[src/verilog/emc_params.svh]
`ifndef EMC_PARAMS_SVH
`define EMC_PARAMS_SVH

// Frame size limits in bytes, frame check sequence included
`define EMC_GIANT_STD      16'h05ee
`define EMC_GIANT_VLAN     16'h05f2
`define EMC_GIANT_EXT      16'h07d0
`define EMC_JUMBO_STD      16'h233a
`define EMC_JUMBO_VLAN     16'h233e
`define EMC_RUNT_BYTES     16'h000e
`define EMC_LATE_COL_BYTES 16'h0040
`define EMC_WDOG_STD       16'h0800
`define EMC_WDOG_JUMBO     16'h2800
// Header field values and byte positions
`define EMC_ETYPE_MIN      16'h0600
`define EMC_TPID_VLAN      16'h8100
`define EMC_TYPE_IPV4      16'h0800
`define EMC_LT_POS         16'h000c
`define EMC_VLAN_LT_POS    16'h0010
`define EMC_IP_POS         16'h000e
`define EMC_IP_POS_VLAN    16'h0012
// Line nibbles
`define EMC_NIB_PRE        4'h5
`define EMC_NIB_SFD        4'hd
// Reflected CRC-32, no final inversion in the register
`define EMC_CRC_INIT       32'hffffffff
`define EMC_CRC_POLY       32'hedb88320
`define EMC_CRC_RESIDUE    32'hdebb20e3
// Descriptor word 0 bit positions
`define EMC_B_XST          0
`define EMC_B_CRC          1
`define EMC_B_ODD          2
`define EMC_B_RXER         3
`define EMC_B_RWT          4
`define EMC_B_FT           5
`define EMC_B_LCOL         6
`define EMC_B_GIANT        7
`define EMC_B_LAST         8
`define EMC_B_ES           15
`define EMC_B_AFM          30
// Control register bit positions
`define EMC_C_JUMBO        0
`define EMC_C_EXT2K        1
`define EMC_C_HALF         2
`define EMC_C_NIBBLE       3
`define EMC_C_CSUM1        4
`define EMC_C_XFEAT        5
`define EMC_C_EN           6
// Register offsets and reset values
`define EMC_OFF_CTRL       8'h00
`define EMC_OFF_WORD0      8'h04
`define EMC_OFF_ISTAT      8'h08
`define EMC_OFF_IMASK      8'h0c
`define EMC_OFF_FCNT       8'h10
`define EMC_CTRL_RST       7'h48
`define EMC_IRQ_RST        2'h0
`endif

[src/verilog/emc_pkg.sv]
package emc_pkg;
   // Receive sequencer, one-hot
   typedef enum logic [3:0] {
      EMC_IDLE  = 4'h1,
      EMC_PRE   = 4'h2,
      EMC_DATA  = 4'h4,
      EMC_DRAIN = 4'h8
   } emc_rx_st_t;

   // Whole state of the status generator
   typedef struct packed {
      emc_rx_st_t  st;
      logic        clk_prev;
      logic [15:0] nib;
      logic [3:0]  lo;
      logic [15:0] lt;
      logic        vlan;
      logic        ipv4;
      logic [7:0]  hi;
      logic [15:0] sum;
      logic [5:0]  hlen;
      logic        lcol;
      logic        rx_watchdog_expired_flag;
      logic        rxer;
      logic [31:0] word0;
      logic        done;
      logic [6:0]  ctrl;
      logic [1:0]  ist;
      logic [1:0]  imask;
      logic [15:0] fcnt;
      logic [31:0] prdata;
      logic        irq;
   } emc_state_t;

   typedef struct packed {
      logic [7:0] s1;
      logic [7:0] s2;
      logic [7:0] s3;
      logic [7:0] o;
   } emc_sync_t;

   typedef struct packed {
      logic [31:0] crc;
      logic        ok;
   } emc_crc_t;
endpackage

[src/verilog/emc_sync3.sv]
`timescale 1ns/10ps
`default_nettype none
module emc_sync3
   import emc_pkg::*;
(
   input  wire logic       clk_sys_i,
   input  wire logic       srst_i,
   input  wire logic [7:0] pin_i,
   output logic      [7:0] sync_o
);
   emc_sync_t q;   // Three stages plus agreed value
   emc_sync_t d;

   // Shift pins in; take a change once stages two and three agree
   always_comb begin
      d    = q;
      d.s1 = pin_i;
      d.s2 = q.s1;
      d.s3 = q.s2;
      for (int i = 0; i < 8; i++) begin
         if (q.s2[i] == q.s3[i]) begin
            d.o[i] = q.s3[i];
         end
      end
   end

   // Register the state
   always_ff @(posedge clk_sys_i) begin
      if (srst_i) begin
         q <= '0;
      end else begin
         q <= d;
      end
   end

   assign sync_o = q.o;
endmodule
`default_nettype wire

[src/verilog/emc_crc32.sv]
`timescale 1ns/10ps
`default_nettype none
`include "emc_params.svh"
module emc_crc32
   import emc_pkg::*;
(
   input  wire logic       clk_sys_i,
   input  wire logic       srst_i,
   input  wire logic       clear_i,
   input  wire logic       valid_i,
   input  wire logic [7:0] byte_i,
   output logic            ok_o
);
   emc_crc_t q;   // Running remainder and residue match
   emc_crc_t d;

   // One byte through the reflected polynomial
   function automatic logic [31:0] crc_byte(input logic [31:0] c, input logic [7:0] b);
      logic [31:0] r;
      r = c ^ {24'h000000, b};
      for (int k = 0; k < 8; k++) begin
         r = r[0] ? ((r >> 1) ^ `EMC_CRC_POLY) : (r >> 1);
      end
      return r;
   endfunction

   // Frame check sequence included, so a good frame leaves the residue
   always_comb begin
      d = q;
      if (clear_i) begin
         d.crc = `EMC_CRC_INIT;
      end else if (valid_i) begin
         d.crc = crc_byte(q.crc, byte_i);
      end
      d.ok = (d.crc == `EMC_CRC_RESIDUE);
   end

   always_ff @(posedge clk_sys_i) begin
      if (srst_i) begin
         q <= '{crc: `EMC_CRC_INIT, ok: 1'b0};
      end else begin
         q <= d;
      end
   end

   assign ok_o = q.ok;
endmodule
`default_nettype wire

[src/verilog/emc_rx_status.sv]
`timescale 1ns/10ps
`default_nettype none
`include "emc_params.svh"
module emc_rx_status
   import emc_pkg::*;
(
   input  wire logic        clk_sys_i,
   input  wire logic        srst_i,
   // Media-independent receive pins
   input  wire logic        phy_rx_clk_i,
   input  wire logic [3:0]  phy_rxd_i,
   input  wire logic        phy_rx_valid_input_i,
   input  wire logic        phy_rx_error_input_i,
   input  wire logic        phy_col_i,
   // Results from neighbouring receive logic, sampled at frame end
   input  wire logic        dest_filter_fail_flag_i,
   input  wire logic        da_match_nonzero_i,
   input  wire logic        ip_payload_err_i,
   input  wire logic        overflow_err_i,
   input  wire logic        descriptor_err_i,
   // Descriptor status towards the receive DMA
   output logic [31:0]      rx_descriptor_word0_o,
   output logic             status_valid_o,
   // APB slave
   input  wire logic        psel_i,
   input  wire logic        penable_i,
   input  wire logic        pwrite_i,
   input  wire logic [31:0] paddr_i,
   input  wire logic [31:0] pwdata_i,
   output logic [31:0]      prdata_o,
   output logic             pready_o,
   output logic             pslverr_o,
   output logic             irq_o
);
   // Whole block state and its next value
   emc_state_t q;          // Registered state
   emc_state_t d;          // Next state
   // Link pins after the synchroniser
   logic [7:0] pins;       // Synchronised pins
   logic       s_clk;      // Link clock level
   logic [3:0] s_rxd;      // Link data nibble
   logic       s_dv;       // Link data valid
   logic       s_er;       // Link receive error
   logic       s_col;      // Link collision
   // Byte assembly and frame end strobes
   logic       rise;       // Link clock rising edge seen
   logic       byte_v;     // A byte completed this cycle
   logic [7:0] byte_d;     // The completed byte
   logic       crc_clr;    // Restart the check sequence
   logic       crc_ok;     // Check sequence residue matched
   logic       finish;     // Frame ends this cycle
   // Register bus and frame measures
   logic       wr;         // APB write in access phase
   logic [15:0] bidx;      // Index of the byte being formed
   logic [15:0] nbytes;    // Bytes received at frame end
   logic [15:0] glim;      // Giant threshold in force
   logic [15:0] wlim;      // Watchdog threshold in force
   logic [15:0] rel;       // Offset into the IPv4 header
   logic [5:0]  hl;        // Header length in force
   // Status terms, valid in the finish cycle
   logic        giant;     // Frame exceeded giant threshold
   logic        ip_bad;    // IPv4 header checksum failed
   logic        es;        // Error summary
   // Sticky interrupt status terms
   logic [1:0]  iset;      // Interrupt events this cycle
   logic [1:0]  iclr;      // Interrupt bits cleared by software

   // Register decode used only by the error answer; the read path decodes separately
   function automatic logic emc_hit(input logic [31:0] a);
      // Only the low address byte decodes; higher bits alias
      return (a[7:0] == `EMC_OFF_CTRL)  || (a[7:0] == `EMC_OFF_WORD0) ||
             (a[7:0] == `EMC_OFF_ISTAT) || (a[7:0] == `EMC_OFF_IMASK) ||
             (a[7:0] == `EMC_OFF_FCNT);
   endfunction

   // End-around carry add for the header checksum
   function automatic logic [15:0] ones_add(input logic [15:0] a, input logic [15:0] b);
      logic [16:0] s;
      s = {1'b0, a} + {1'b0, b};
      // Carry out folds back into bit zero
      return s[15:0] + {15'h0000, s[16]};
   endfunction

   // Pins come from the link clock domain
   // Clock and data share one pipeline, so they stay aligned
   emc_sync3 u_sync (
      .clk_sys_i (clk_sys_i),
      .srst_i    (srst_i),
      .pin_i     ({phy_col_i, phy_rx_error_input_i, phy_rx_valid_input_i,
                   phy_rxd_i, phy_rx_clk_i}),
      .sync_o    (pins)
   );

   // Unpack in the order packed above
   assign s_clk = pins[0];
   assign s_rxd = pins[4:1];
   assign s_dv  = pins[5];
   assign s_er  = pins[6];
   assign s_col = pins[7];

   // Frame check sequence over every byte after the delimiter, up to a watchdog cut
   // Restarted at the delimiter, fed on every odd nibble
   emc_crc32 u_crc (
      .clk_sys_i (clk_sys_i),
      .srst_i    (srst_i),
      .clear_i   (crc_clr),
      .valid_i   (byte_v),
      .byte_i    (byte_d),
      .ok_o      (crc_ok)
   );

   // Thresholds follow the frame mode and the tag seen so far
   always_comb begin
      if (q.ctrl[`EMC_C_JUMBO]) begin
         // Jumbo mode lifts both limits
         glim = q.vlan ? `EMC_JUMBO_VLAN : `EMC_JUMBO_STD;
         wlim = `EMC_WDOG_JUMBO;
      end else begin
         // Normal mode; the extended bit widens only the giant limit
         wlim = `EMC_WDOG_STD;
         if (q.ctrl[`EMC_C_EXT2K]) begin
            glim = `EMC_GIANT_EXT;
         end else begin
            glim = q.vlan ? `EMC_GIANT_VLAN : `EMC_GIANT_STD;
         end
      end
   end

   // Receive sequencer, status latching and register file
   always_comb begin
      // Hold state by default; strobes idle
      d        = q;
      d.done   = 1'b0;
      d.clk_prev = s_clk;
      // Link clock edge, a few system cycles after the pin
      rise     = s_clk & ~q.clk_prev;
      byte_v   = 1'b0;
      byte_d   = {s_rxd, q.lo};
      crc_clr  = 1'b0;
      finish   = 1'b0;
      // Byte index from the nibble count
      bidx     = {1'b0, q.nib[15:1]};
      rel      = 16'h0000;
      hl       = q.hlen;
      case (q.st)
         // Wait for a preamble nibble
         // A disabled receiver ignores new frames
         EMC_IDLE: begin
            if (rise && s_dv && q.ctrl[`EMC_C_EN] && s_rxd == `EMC_NIB_PRE) begin
               d.st = EMC_PRE;
            end
         end
         // Look for the delimiter; clear the per-frame record
         EMC_PRE: begin
            if (rise) begin
               // Valid lost before the delimiter: silent abort
               if (!s_dv) begin
                  d.st = EMC_IDLE;
               end else if (s_rxd == `EMC_NIB_SFD) begin
                  d.st   = EMC_DATA;
                  d.nib  = 16'h0000;
                  d.lt   = 16'h0000;
                  d.vlan = 1'b0;
                  d.ipv4 = 1'b0;
                  d.sum  = 16'h0000;
                  d.hlen = 6'h00;
                  d.lcol = 1'b0;
                  d.rx_watchdog_expired_flag  = 1'b0;
                  d.rxer = 1'b0;
                  crc_clr = 1'b1;
               end
            end
         end
         // Collect nibbles into bytes and watch the line
         EMC_DATA: begin
            if (rise) begin
               // Valid low ends the frame; status goes out next cycle
               if (!s_dv) begin
                  finish = 1'b1;
                  d.st   = EMC_IDLE;
               end else begin
                  // Line error counts only while data is valid
                  if (s_er) begin
                     d.rxer = 1'b1;
                  end
                  // Collision past the slot time, half duplex only
                  if (s_col && q.ctrl[`EMC_C_HALF] && bidx >= `EMC_LATE_COL_BYTES) begin
                     d.lcol = 1'b1;
                  end
                  // Even nibble is the low half, odd completes the byte
                  if (!q.nib[0]) begin
                     d.lo = s_rxd;
                  end else begin
                     byte_v = 1'b1;
                  end
                  d.nib = q.nib + 16'h0001;
                  // Truncate at the timeout point, then wait out the line
                  if (bidx >= wlim) begin
                     d.rx_watchdog_expired_flag  = 1'b1;
                     finish = 1'b1;
                     // The cut byte never reaches the check sequence
                     byte_v = 1'b0;
                     d.st   = EMC_DRAIN;
                  end
               end
            end
         end
         // Discard the rest of a truncated frame
         // Next frame needs valid low first
         EMC_DRAIN: begin
            if (rise && !s_dv) begin
               d.st = EMC_IDLE;
            end
         end
         // Any stray code recovers to idle
         default: begin
            d.st = EMC_IDLE;
         end
      endcase

      // Header fields from completed bytes
      // Type sits at bytes 12-13, or four bytes later behind a tag
      if (byte_v) begin
         if (bidx == `EMC_LT_POS) begin
            d.lt[15:8] = byte_d;
         end
         if (bidx == `EMC_LT_POS + 16'h0001) begin
            d.lt[7:0] = byte_d;
            d.vlan = ({q.lt[15:8], byte_d} == `EMC_TPID_VLAN);
            d.ipv4 = ({q.lt[15:8], byte_d} == `EMC_TYPE_IPV4);
         end
         if (q.vlan && bidx == `EMC_VLAN_LT_POS) begin
            d.lt[15:8] = byte_d;
         end
         if (q.vlan && bidx == `EMC_VLAN_LT_POS + 16'h0001) begin
            d.lt[7:0] = byte_d;
            d.ipv4 = ({q.lt[15:8], byte_d} == `EMC_TYPE_IPV4);
         end
         // Sum the IPv4 header; other frames are never checked
         rel = bidx - (q.vlan ? `EMC_IP_POS_VLAN : `EMC_IP_POS);
         if (q.ipv4 && bidx >= (q.vlan ? `EMC_IP_POS_VLAN : `EMC_IP_POS)) begin
            // First header byte carries the header length in words
            if (rel == 16'h0000) begin
               hl = {byte_d[3:0], 2'b00};
               d.hlen = hl;
            end
            if (rel < {10'h000, hl}) begin
               // Even offsets hold the high byte of each word
               if (!rel[0]) begin
                  d.hi = byte_d;
               end else begin
                  d.sum = ones_add(q.sum, {q.hi, byte_d});
               end
            end
         end
      end

      // Compose the status word from everything latched
      // Neighbour inputs count only in the finish cycle
      nbytes = {1'b0, d.nib[15:1]};
      giant  = nbytes > glim;
      ip_bad = d.ipv4 && (d.sum != 16'hffff);
      es     = ~crc_ok | d.rxer | d.rx_watchdog_expired_flag | d.lcol | giant |
               ip_bad | ip_payload_err_i | overflow_err_i |
               descriptor_err_i;
      if (finish) begin
         d.done  = 1'b1;
         // Written whole, so the DMA never sees a mix of frames
         d.word0 = 32'h00000000;
         d.word0[`EMC_B_GIANT] = giant |
            (q.ctrl[`EMC_C_CSUM1] & ip_bad);
         d.word0[`EMC_B_LCOL]  = d.lcol;
         // Below the runt size the type bit is left clear
         d.word0[`EMC_B_FT]    = (nbytes >= `EMC_RUNT_BYTES) &&
            (d.lt >= `EMC_ETYPE_MIN);
         d.word0[`EMC_B_RWT]   = d.rx_watchdog_expired_flag;
         d.word0[`EMC_B_RXER]  = d.rxer;
         d.word0[`EMC_B_ODD]   = q.ctrl[`EMC_C_NIBBLE] & d.nib[0];
         d.word0[`EMC_B_CRC]   = ~crc_ok;
         // Extended status is offered when the features exist or the address match is nonzero, unless the filter failed
         d.word0[`EMC_B_XST]   = (q.ctrl[`EMC_C_XFEAT] | da_match_nonzero_i) &
            ~dest_filter_fail_flag_i;
         d.word0[`EMC_B_LAST]  = 1'b1;
         d.word0[`EMC_B_ES]    = es;
         d.word0[`EMC_B_AFM]   = dest_filter_fail_flag_i;
         // Frame counter wraps silently at 16 bits
         d.fcnt = q.fcnt + 16'h0001;
      end

      // APB writes take effect in the access phase
      wr   = psel_i & penable_i & pwrite_i;
      // Read-only and unmapped offsets drop the write
      iclr = 2'b00;
      if (wr) begin
         case (paddr_i[7:0])
            `EMC_OFF_CTRL:  d.ctrl  = pwdata_i[6:0];
            `EMC_OFF_ISTAT: iclr    = pwdata_i[1:0];
            `EMC_OFF_IMASK: d.imask = pwdata_i[1:0];
            default:        d.imask = d.imask;
         endcase
      end
      // Sticky events; a new event beats a clear in the same cycle
      iset  = {finish & es, finish};
      d.ist = (q.ist & ~iclr) | iset;
      // Level output, registered together with the status
      d.irq = |(d.ist & d.imask);

      // Read data is captured in setup so it stands in the access phase
      // Reads have no side effects; the status word stays
      if (psel_i && !penable_i && !pwrite_i) begin
         case (paddr_i[7:0])
            `EMC_OFF_CTRL:  d.prdata = {25'h0000000, q.ctrl};
            `EMC_OFF_WORD0: d.prdata = q.word0;
            `EMC_OFF_ISTAT: d.prdata = {30'h00000000, q.ist};
            `EMC_OFF_IMASK: d.prdata = {30'h00000000, q.imask};
            `EMC_OFF_FCNT:  d.prdata = {16'h0000, q.fcnt};
            default:        d.prdata = 32'h00000000;
         endcase
      end
   end

   // Register the state
   // Synchronous reset; all fields to known values
   always_ff @(posedge clk_sys_i) begin
      if (srst_i) begin
         q       <= '0;
         q.st    <= EMC_IDLE;
         // Receiver enabled in nibble mode out of reset
         q.ctrl  <= `EMC_CTRL_RST;
         q.ist   <= `EMC_IRQ_RST;
         q.imask <= `EMC_IRQ_RST;
      end else begin
         q <= d;
      end
   end

   // Zero-wait slave; unmapped addresses answer with an error
   assign pready_o  = 1'b1;
   assign pslverr_o = psel_i & penable_i & ~emc_hit(paddr_i);
   // Data outputs come straight from flip-flops
   assign prdata_o  = q.prdata;
   assign irq_o     = q.irq;
   assign rx_descriptor_word0_o = q.word0;
   assign status_valid_o        = q.done;
endmodule
`default_nettype wire

[config.mk]
export PLATFORM = sky130hd
export DESIGN_NAME = emc_rx_status
export DESIGN_NICKNAME = d
export VERILOG_FILES = /design/src/verilog/emc_pkg.sv /design/src/verilog/emc_sync3.sv /design/src/verilog/emc_crc32.sv /design/src/verilog/emc_rx_status.sv
export VERILOG_INCLUDE_DIRS = /design/src /design/src/verilog
export SDC_FILE = /design/constraint.sdc
export NUM_CORES = 1
export LEC_CHECK = 0
export BUFFER_PORTS_ARGS = -buffer_cell sky130_fd_sc_hd__buf_4
export CAP_MARGIN = 25
export CORE_MARGIN = 2
export CORE_UTILIZATION = 53
export CTS_BUF_LIST = sky130_fd_sc_hd__clkbuf_8 sky130_fd_sc_hd__clkbuf_16
export CTS_CLUSTER_DIAMETER = 60
export DETAILED_ROUTE_END_ITERATION = 8
export PLACE_DENSITY_LB_ADDON = 0.15
export SYNTH_ARGS = -nofsm -noshare
export SYNTH_HDL_FRONTEND = slang
export SYNTH_HIERARCHICAL = 1
export SYNTH_SLANG_ARGS = --single-unit
[constraint.sdc]
create_clock -name clk_sys_i -period 4.5 [get_ports clk_sys_i]
set_clock_uncertainty 0.1 [all_clocks]
set_input_delay 0.45 -clock clk_sys_i [delete_from_list [all_inputs] [get_ports clk_sys_i]]
set_output_delay 0.45 -clock clk_sys_i [all_outputs]
set_load 0.02 [all_outputs]
; ---- After elaboration in Yosys (flattened, before gate mapping)
; Index checks and enable logic that the tools add are counted.
[totals]
ff_bits = 213
latch_bits = 0
ram_bits = 0
mem_bits_ro = 0
inputBits = 82
output_inout_bits = 68
word_cells = 221
memories = 0
[op_classes]
add_sub_neg = 5
multipliers = 0
div = 0
order_cmp = 7
eq_ne = 32
shifts = 0
muxes = 79
bitwise = 37
n_reduce_logical = 27
[ops]
columns = operator, n
row1 = $mux 32, 10
row2 = $pmux 31 s5, 1
row3 = $not 13->14, 8
row4 = $mux 25, 3
row5 = $mux 18, 4
row6 = $mux 16, 4
row7 = $mux 48, 1
row8 = $mux 20, 2
row9 = $mux 4, 9
row10 = $add 16x1->16 const B, 2
row11 = $eq 32x32->1 const B, 1
row12 = $mux 8, 4
row13 = $pmux 16 s2, 1
row14 = $xor 32x8->32, 1
row15 = $eq 15x4->1 const B, 2
row16 = $eq 15x5->1 const B, 2
row17 = $mux 30, 1
row18 = $mux 14, 2
row19 = $mux 24, 1
row20 = $mux 6, 4
row21 = $mux 22, 1
row22 = $mux 10, 2
row23 = $mux 1, 18
row24 = $add 16x16->17, 1
row25 = other kinds (42), 102

; ---- Depth between registers and ports, before layout
; Gate-level depths: netlist of run 1.
[depth]
word_depth = 21
mapped_depth = 20
ltp_nobuf = 20

; ---- By module
; Netlist of run 1, hierarchy kept.
[by_module_without_submodules]
columns = mod, n_inst, cells_each, area_each_um2, seq_area_each_um2
row1 = emc_rx_status, 1, 1063, 8410.6, 2502.4
row2 = emc_crc32, 1, 254, 2348.5, 660.6
row3 = emc_sync3, 1, 91, 983.4, 640.6

; ---- Least setup slack after synthesis of run 1
; No wires, ideal clock.
[synth_timing]
path_type = register -> register
startpoint = reg q[127] in the netlist's numbering
endpoint = reg q[52] in the netlist's numbering
setup_time_ns = 0.134
arrival_time_ns = 4.413
required_ns = 4.266
path_slack_ns = -0.147
stages_incl_launch_ff = 18
path_buffers = 0
period_less_slack_ns = 4.647
cell_sequence = dfxtp_1 inv_1 fa_1 nand2b_1 a21oi_1 mux2_2 o41ai_1 nand2_1 nor2_1 mux2i_1 ha_1 a21o_1 a21o_1 or2_1 a2111oi_1 o2111ai_1 a22oi_2 a211oi_2
[synth_via]
elab_chain_len = 18
[synth_rtl]
columns = element, line
row1 = start: declaration, emc_rx_status.sv:36  ; emc_state_t q;
row2 = $mux 5 (no source line), n/a
row3 = $sub 15x16->16, emc_rx_status.sv:240  ; rel = bidx - (q.vlan ? `EMC_IP_POS_VLAN : `EMC_IP_POS);
row4 = $logic_not 16->1, emc_rx_status.sv:243  ; if (rel == 16'h0000) begin
row5 = $mux 6, emc_rx_status.sv:243
row6 = $mux 6, emc_rx_status.sv:241  ; if (q.ipv4 && bidx >= (q.vlan ? `EMC_IP_POS_VLAN : `EMC_IP_POS)) begin
row7 = $mux 6, emc_rx_status.sv:223  ; if (byte_v) begin
row8 = $lt 16x6->1, emc_rx_status.sv:247  ; if (rel < {10'h000, hl}) begin
row9 = $mux 24, emc_rx_status.sv:247
row10 = $mux 30, emc_rx_status.sv:241
row11 = $mux 48, emc_rx_status.sv:223
row12 = $ne 16x16->1, emc_rx_status.sv:262  ; ip_bad = d.ipv4 && (d.sum != 16'hffff);
row13 = $logic_and 1x1->1, emc_rx_status.sv:262
row14 = $or 1x1->1 (*), emc_rx_status.sv:263  ; es = ~crc_ok | d.rxer | d.rx_watchdog_expired_flag | d.lcol | giant |
row15 = $or 1x1->1 (*) (3 in series), emc_rx_status.sv:264  ; ip_bad | ip_payload_err_i | overflow_err_i |
row16 = $and 1x1->1 (*), emc_rx_status.sv:303  ; iset = {finish & es, finish};
row17 = $or 2x2->2 (*), emc_rx_status.sv:304  ; d.ist = (q.ist & ~iclr) | iset;
; Every way passes the cells marked *; elsewhere a longest branch is shown, timed or not. The select of a mux whose other input is x is not followed.
; A chain may end at the register's enable or synchronous reset.

; ---- Worst setup path after layout of run 1
; Same ends and word-level chain as after synthesis.

==> results of run 1 <==
==> worst min path at each step <==
stage | start | endpoint | depth (start not counted)
floorplan | u_crc/ok_o | rx_descriptor_word0_o[1] | 1
global placement | u_sync/d[18] | u_sync/d[10] | 1
detailed placement | u_sync/d[18] | u_sync/d[10] | 1
CTS | phy_col_i | u_sync/d[23] | 2
global route | pwdata_i[6] | q[59] | 2
finish | pwdata_i[6] | q[59] | 2
==> metal layers <==
| layer | global-route usage [%] | part of all wire [%] |
|---|---|---|
| met5 | 0 | 0 |
| met3 | 3.71 | 5.1 |
| met1 | 35.0 | 47 |
| met2 | 40.1 | 47 |
| met4 | 6.04 | 1.7 |
==> worst max-delay path, delay by kind of cell (launching register included) <==
kind	cells	cell delay, ns
muxes	2	0.56
AOI/OAI and AO/OA	8	1.59
DFF	1	0.33
buffers and inverters	2	0.19
and+or+nand+nor	4	0.83
adders and majority gates	2	0.66
==> cell usage in the layout, fill, tap and decap left out, types with 20 or more instances in the layout <==
cell / n
ha_1: 34
xor2_1: 23
dfxtp_1: 185
mux2i_1: 29
nand2b_1: 20
nand3_1: 55
inv_1: 28
buf_4: 147
xnor2_1: 53
conb_1: 37
o21ai_0: 58
nor2b_1: 45
a21oi_1: 111
nand4_1: 24
nor2_1: 138
nor3_1: 28
nand2_1: 121
==> where the power goes <==
| group | internal, mW | leakage (nW) | total, mW | switching (mW) |
|---|---|---|---|---|
| Combinational | 0.0723 | 3.45 | 0.192 | 0.119 |
| Clock | 0.775 | 0.285 | 1.48 | 0.709 |
| Sequential | 1.70 | 1.54 | 1.71 | 0.0108 |
==> state kept, by name (all words and copies together), names as in the netlist <==
name,flops
u_sync/q,8
q,76
u_crc/q,32
byte_d,4
irq_o,1
status_valid_o,1
u_crc/ok_o,1
u_sync/d,16
bidx,15
u_sync/sync_o,8
prdata_o,17
rx_descriptor_word0_o,11
==> synth_stat cells, types with 28 or more instances <==
library cell,instances,share of area (%)
dfxtp_1,190,32
nor2_1,139,4.4
nand2_1,122,3.9
a21oi_1,113,4.8
buf_4,76,4.9
o21ai_0,60,2.6
nand3_1,55,2.3
xnor2_1,53,4.0
clkbuf_1,50,1.6
nor2b_1,45,2.4
ha_1,41,4.4
mux2i_1,29,2.5
nor3_1,29,1.2
inv_1,28,0.90
==> cell type report <==
type                    count  area share [%]
inverters                  29           0.817
well taps                 280            2.63
flip-flops and latches    190            28.6
clock inverters            15            1.04
multi-input cells        1085            55.3
repair buffers            149            8.40
clock buffers              17            3.19
==> timing repair <==
action | in CTS | in global routing
pin swaps | 4 | 24
resized for setup | 7 | 39
endpoints found under the setup margin | 17 | 20
setup buffers | 1 | 4
hold buffers | 0 | 0
==> per-stage QoR <==
step                      cell area [um^2]  utilization, %
after floorplan                      11900               -
after global placement               12500            57.4
after detailed placement             12500            57.4
after CTS                            13100            60.3
after global routing                 13300            61.3
final                                13300            61.3
==> kinds of logic after synthesis <==
group,Yosys count,share of synthesized area [%]
multiplexers,30,2.57
flip-flops,190,32.4
adder cells (fa/ha/maj),43,4.71
AO/OA/AOI/OAI,322,18.4
other,2,0.0640
buffers and inverters,168,7.90
XOR/XNOR,97,9.52
AND/OR/NAND/NOR,556,24.4
==> flow_summary.json, run 1 <==
{
  "ios": 150,
  "yosys_warnings": 6,
  "post-route-period-util_pct": 96.9,
  "start_kind": "register",
  "dieArea_mm2": 0.0234,
  "endpoint": "q[52]",
  "hold_viol_final": 0,
  "die_w_um": 153,
  "worstPathCellList": "inv_2 > fa_2 > nand2b_4 > a21oi_4 > mux2_4 > o41ai_4 > nand2_2 > nor2_4 > mux2i_1 > ha_1 > a21o_1 > a21o_1 > or4_4 > o21a_1 > a31oi_1 > a22oi_2 > buf_6 > a211oi_2",
  "synthesis.area_mm2": 0.0117,
  "setup_violations": 0,
  "hpwl_mm": 21.3,
  "start_util_pct": 54.0,
  "areaGrowthSynthToFinish_pct": 13.5,
  "power_density_mw_per_mm2": 254,
  "clockBufferDepth": 2,
  "instances_no_fill": 1765,
  "grt_start_max_net_pins": 91,
  "drive_above_1_share_pct": 18.2,
  "pre_cts_ws_ns": -0.202,
  "timing.final.max_slew_violations": 0,
  "firstDrtPassIters": 5,
  "regToRegStartpoint": "q[127]",
  "fin_crit_ns": 4.36,
  "synthCells": 1408,
  "antenna_found_initial": 0,
  "crit_type": "register to register",
  "vias": 10182,
  "drt.antenna.violating_nets": 0,
  "syn_area_per_cell_um2": 8.34,
  "die_h_um": 153,
  "htreeDepth": 4,
  "rsz0062_at_grt": "yes",
  "clk_latency_ns": 0.44,
  "peakVddDrop_mv": 0.232,
  "cts.sinks": 190,
  "holdWs_ns": 0.123,
  "wl_mm": 29.5,
  "end_kind": "register",
  "grt_util_all_layers_pct": 24.8,
  "grt-ovfl-total": 0,
  "worst_slew_pin_slew_ns": 0.982,
  "drcViolationCount": 0,
  "nNetsFinal": 1597,
  "finalWeightedCongestion": 0.888,
  "crit_top_cell": "a21o_1",
  "design.core.area_mm2": 0.0218,
  "timing.setup.tns_ns": 0,
  "slowest_stage": "or4_4",
  "hp-class": "primary input to register",
  "synth_edf_count": 0,
  "cp_max_fo": 4,
  "diodes": 0,
  "synth-seq-cells": 190,
  "yosysUniqueCellTypes": 102,
  "cts.clk_slew.worst_paths_ns": 0.07,
  "ff_latch_area_mm2": 0.00381,
  "grt_pass1_wl_mm": 47.9,
  "cellLeakagePower_nw": 5.27,
  "r2r_setup_slack_ns": 0.14,
  "cts_tree": "yes",
  "crit_arrival_ns": 4.61,
  "maxCapViolations": 0,
  "status": "completed",
  "rr_endpoint": "q[52]",
  "totalPowerFinal_mw": 3.38,
  "routedWlPerCell_um": 16.7,
  "clockRootBuffer": "clkbuf_16",
  "ys.flop_type": "dfxtp_1",
  "max_stage_delay_ns": 0.42,
  "reg2reg_depth": 18,
  "cp-startpoint": "q[127]",
  "rows": 54,
  "critPathRequiredTime_ns": 4.74,
  "fmax_mhz": 229,
  "numCtsBuffers": 17,
  "via_per_inst": 5.77,
  "fin_ws_ns": 0.137,
  "dp_cells": 1728,
  "async_flop_share_pct": 0,
  "maxSlewHeadroom_pct": 34.2,
  "multiInputGateArea_mm2": 0.00738,
  "ys_seq_area_share_pct": 32.4,
  "grt_pass1_vias": 9358,
  "first_iter_violations": 667,
  "portBuffers": 63,
  "fill_cells": 1943
}
(Power assumes the default switching activity.)
==> run 2: changes to the inputs <==
==> constraint.sdc (replaced) <==
create_clock -name clk_sys_i -period 4.5 [get_ports clk_sys_i]
set_clock_uncertainty 0.1 [all_clocks]
set_input_delay 1.35 -clock clk_sys_i [delete_from_list [all_inputs] [get_ports clk_sys_i]]
set_output_delay 1.35 -clock clk_sys_i [all_outputs]
set_load 0.02 [all_outputs]
==> flow_summary.json, run 2 (synthesized netlist as in run 1, its figures left out) <==
{
  "die_h_um": 153,
  "cellLeakagePower_nw": 5.36,
  "drt.antenna.violating_nets": 0,
  "totalPowerFinal_mw": 3.49,
  "cts_tree": "yes",
  "post-route-period-util_pct": 97.6,
  "maxCapViolations": 0,
  "pwr-share-comb_pct": 5.6,
  "nNetsFinal": 1609,
  "dieArea_mm2": 0.0234,
  "multiInputGateArea_mm2": 0.00735,
  "htreeDepth": 4,
  "grt_pass1_wl_mm": 48.5,
  "drcViolationCount": 0,
  "firstDrtPassIters": 7,
  "fin_crit_ns": 4.39,
  "clockRootBuffer": "clkbuf_16",
  "crit_top_cell": "a21o_1",
  "via_per_inst": 5.79,
  "min_to": "u_sync/d[10]",
  "rows": 54,
  "cp_max_fo": 4,
  "largest_reg_flops": 76,
  "start_kind": "register",
  "grt_util_all_layers_pct": 25.1,
  "cts-hold-fix-buffers": 0,
  "wl_mm": 29.6,
  "portBuffers": 63,
  "pre_cts_ws_ns": -0.157,
  "die_w_um": 153,
  "holdWs_ns": 0.338,
  "fin_ws_ns": 0.107,
  "reg2reg_depth": 19,
  "design.core.area_mm2": 0.0218,
  "power_frac_seq_pct": 49.0,
  "swShare_pct": 23.2,
  "mostFrequentLayoutCells": "dfxtp_1, buf_4, nor2_1",
  "drive_above_1_share_pct": 18.9,
  "rr_endpoint": "rx_descriptor_word0_o[15]",
  "ios": 150,
  "clockBufferDepth": 2,
  "p_clk_share_pct": 45.4,
  "areaGrowthSynthToFinish_pct": 14.5,
  "max_stage_delay_ns": 0.43,
  "clk_latency_ns": 0.44,
  "grt_pass1_vias": 9488,
  "critPathRequiredTime_ns": 4.74,
  "crit_arrival_ns": 4.64,
  "post_dp_cell_area_mm2": 0.0126,
  "setup_violations": 0,
  "maxSlewHeadroom_pct": 32.5,
  "fill_cells": 1882,
  "antenna_found_initial": 0,
  "fin_area_mm2": 0.0134,
  "worst_slew_pin_slew_ns": 0.988,
  "regToRegStartpoint": "bidx[2]",
  "hpwl_mm": 21.2,
  "finalWeightedCongestion": 0.884,
  "p_int_mw": 2.68,
  "largest_register": "q",
  "final_common_cell": "dfxtp_1",
  "cts.sinks": 190,
  "peakVddDrop_mv": 0.241,
  "critPathBufInv": 3,
  "slowest_stage": "or4_4",
  "ff_latch_area_mm2": 0.00381,
  "hold_viol_final": 0,
  "worstPathCellList": "inv_2 > fa_2 > nand2b_4 > a21oi_4 > mux2_4 > o41ai_4 > buf_4 > nand2_2 > nor2_4 > mux2i_1 > ha_1 > a21o_1 > a21o_1 > or4_4 > o21a_1 > a31oi_1 > a22oi_2 > buf_6 > a211oi_2",
  "fmax_mhz": 228,
  "hp-class": "register to register",
  "timing.final.max_slew_violations": 0,
  "whs_path_depth": 1,
  "cts.clk_slew.worst_paths_ns": 0.07,
  "grt_start_max_net_pins": 89,
  "routedWlPerCell_um": 16.7,
  "vias": 10280,
  "path_depth": 19,
  "r2r_setup_slack_ns": 0.11,
  "numCtsBuffers": 17,
  "crit_type": "register to register",
  "p_switching_mw": 0.810,
  "timing.setup.tns_ns": 0,
  "grt-ovfl-total": 0,
  "end_kind": "register",
  "power_density_mw_per_mm2": 259,
  "path_delay_family": "compound AO/OA/AOI/OAI gates",
  "diodes": 0,
  "worst_hold_startpoint": "u_sync/d[18]",
  "first_iter_violations": 685,
  "start_util_pct": 54.0,
  "status": "completed"
}
run 2: changes by cell type in the layout (fill, tap and decap cells not counted), moves of 2 or more:
cell	previous run	this run
inv_6	4	2
bufinv_16	1	3
buf_4	147	160
nor2_2	1	3
ha_1	34	37
clkbuf_8	0	2
ha_4	6	4
nor2_1	138	136
clkinv_4	3	1
run 2: repair_timing:
action | in CTS | in global routing
endpoints found under the setup margin | 17 | 25
setup buffers | 1 | 3
pin swaps | 6 | 22
resized for setup | 9 | 35
run 2: metal layers:
metal / track usage (%) / vias to the layer above / routed length [um]
met5: 0 / - / 0
met4: 6.17 / 0 / 428
met3: 4.45 / 42 / 1600
met2: 41.0 / 288 / 13900
met1: 34.7 / 4880 / 13700
li1: - / 5070 / -
run 2: worst max-delay path by stage:
| stage | slack, ns | from | to |
|---|---|---|---|
| 6_report | 0.11 | bidx[2] | rx_descriptor_word0_o[15] |
| 4_1_cts | 0.001 | q[127] | rx_descriptor_word0_o[15] |
| 3_5_place_dp | -0.16 | q[102] | rx_descriptor_word0_o[15] |
| 3_3_place_gp | -0.09 | q[102] | q[52] |
| 5_1_grt | -0.04 | q[127] | rx_descriptor_word0_o[15] |
| 2_1_floorplan | 0.002 | q[127] | q[52] |
run 2: through the flow:
| step | instances | utilization (%) |
|---|---|---|
| floorplan | 1443 | - |
| detailed placement | 1741 | 57.9 |
| global placement | 1741 | 57.9 |
| global route | 1777 | 61.8 |
| CTS | 1774 | 61.0 |
| finish | 1777 | 61.8 |
run 2: final cells by class:
class                           count  share of cell area (%)
Sequential cell                   190                    28.3
Clock inverter                     13                    1.20
Tap cell                          280                    2.61
Inverter                           29                   0.809
Clock buffer                       19                    3.37
Multi-Input combinational cell   1085                    54.7
Timing Repair Buffer              161                    9.02
run 2: power groups by stage:
stage | combinational (mW) | clock (mW) | sequential, mW
floorplan | 0.166 | 0 | 1.74
detailed placement | 0.193 | 0 | 1.75
global route | 0.219 | 1.68 | 1.71
global placement | 0.190 | 0 | 1.75
finish | 0.195 | 1.58 | 1.71
CTS | 0.194 | 1.61 | 1.71
run 2: worst reg2reg max path, stage by stage, from the launching register on:
cell	delay (ns)
dfxtp_2	0.34
inv_2	0.05
fa_2	0.39
nand2b_4	0.15
a21oi_4	0.16
mux2_4	0.33
o41ai_4	0.21
buf_4	0.17
nand2_2	0.07
nor2_4	0.14
mux2i_1	0.25
ha_1	0.28
a21o_1	0.18
a21o_1	0.17
or4_4	0.43
o21a_1	0.21
a31oi_1	0.23
a22oi_2	0.12
buf_6	0.15
a211oi_2	0.17
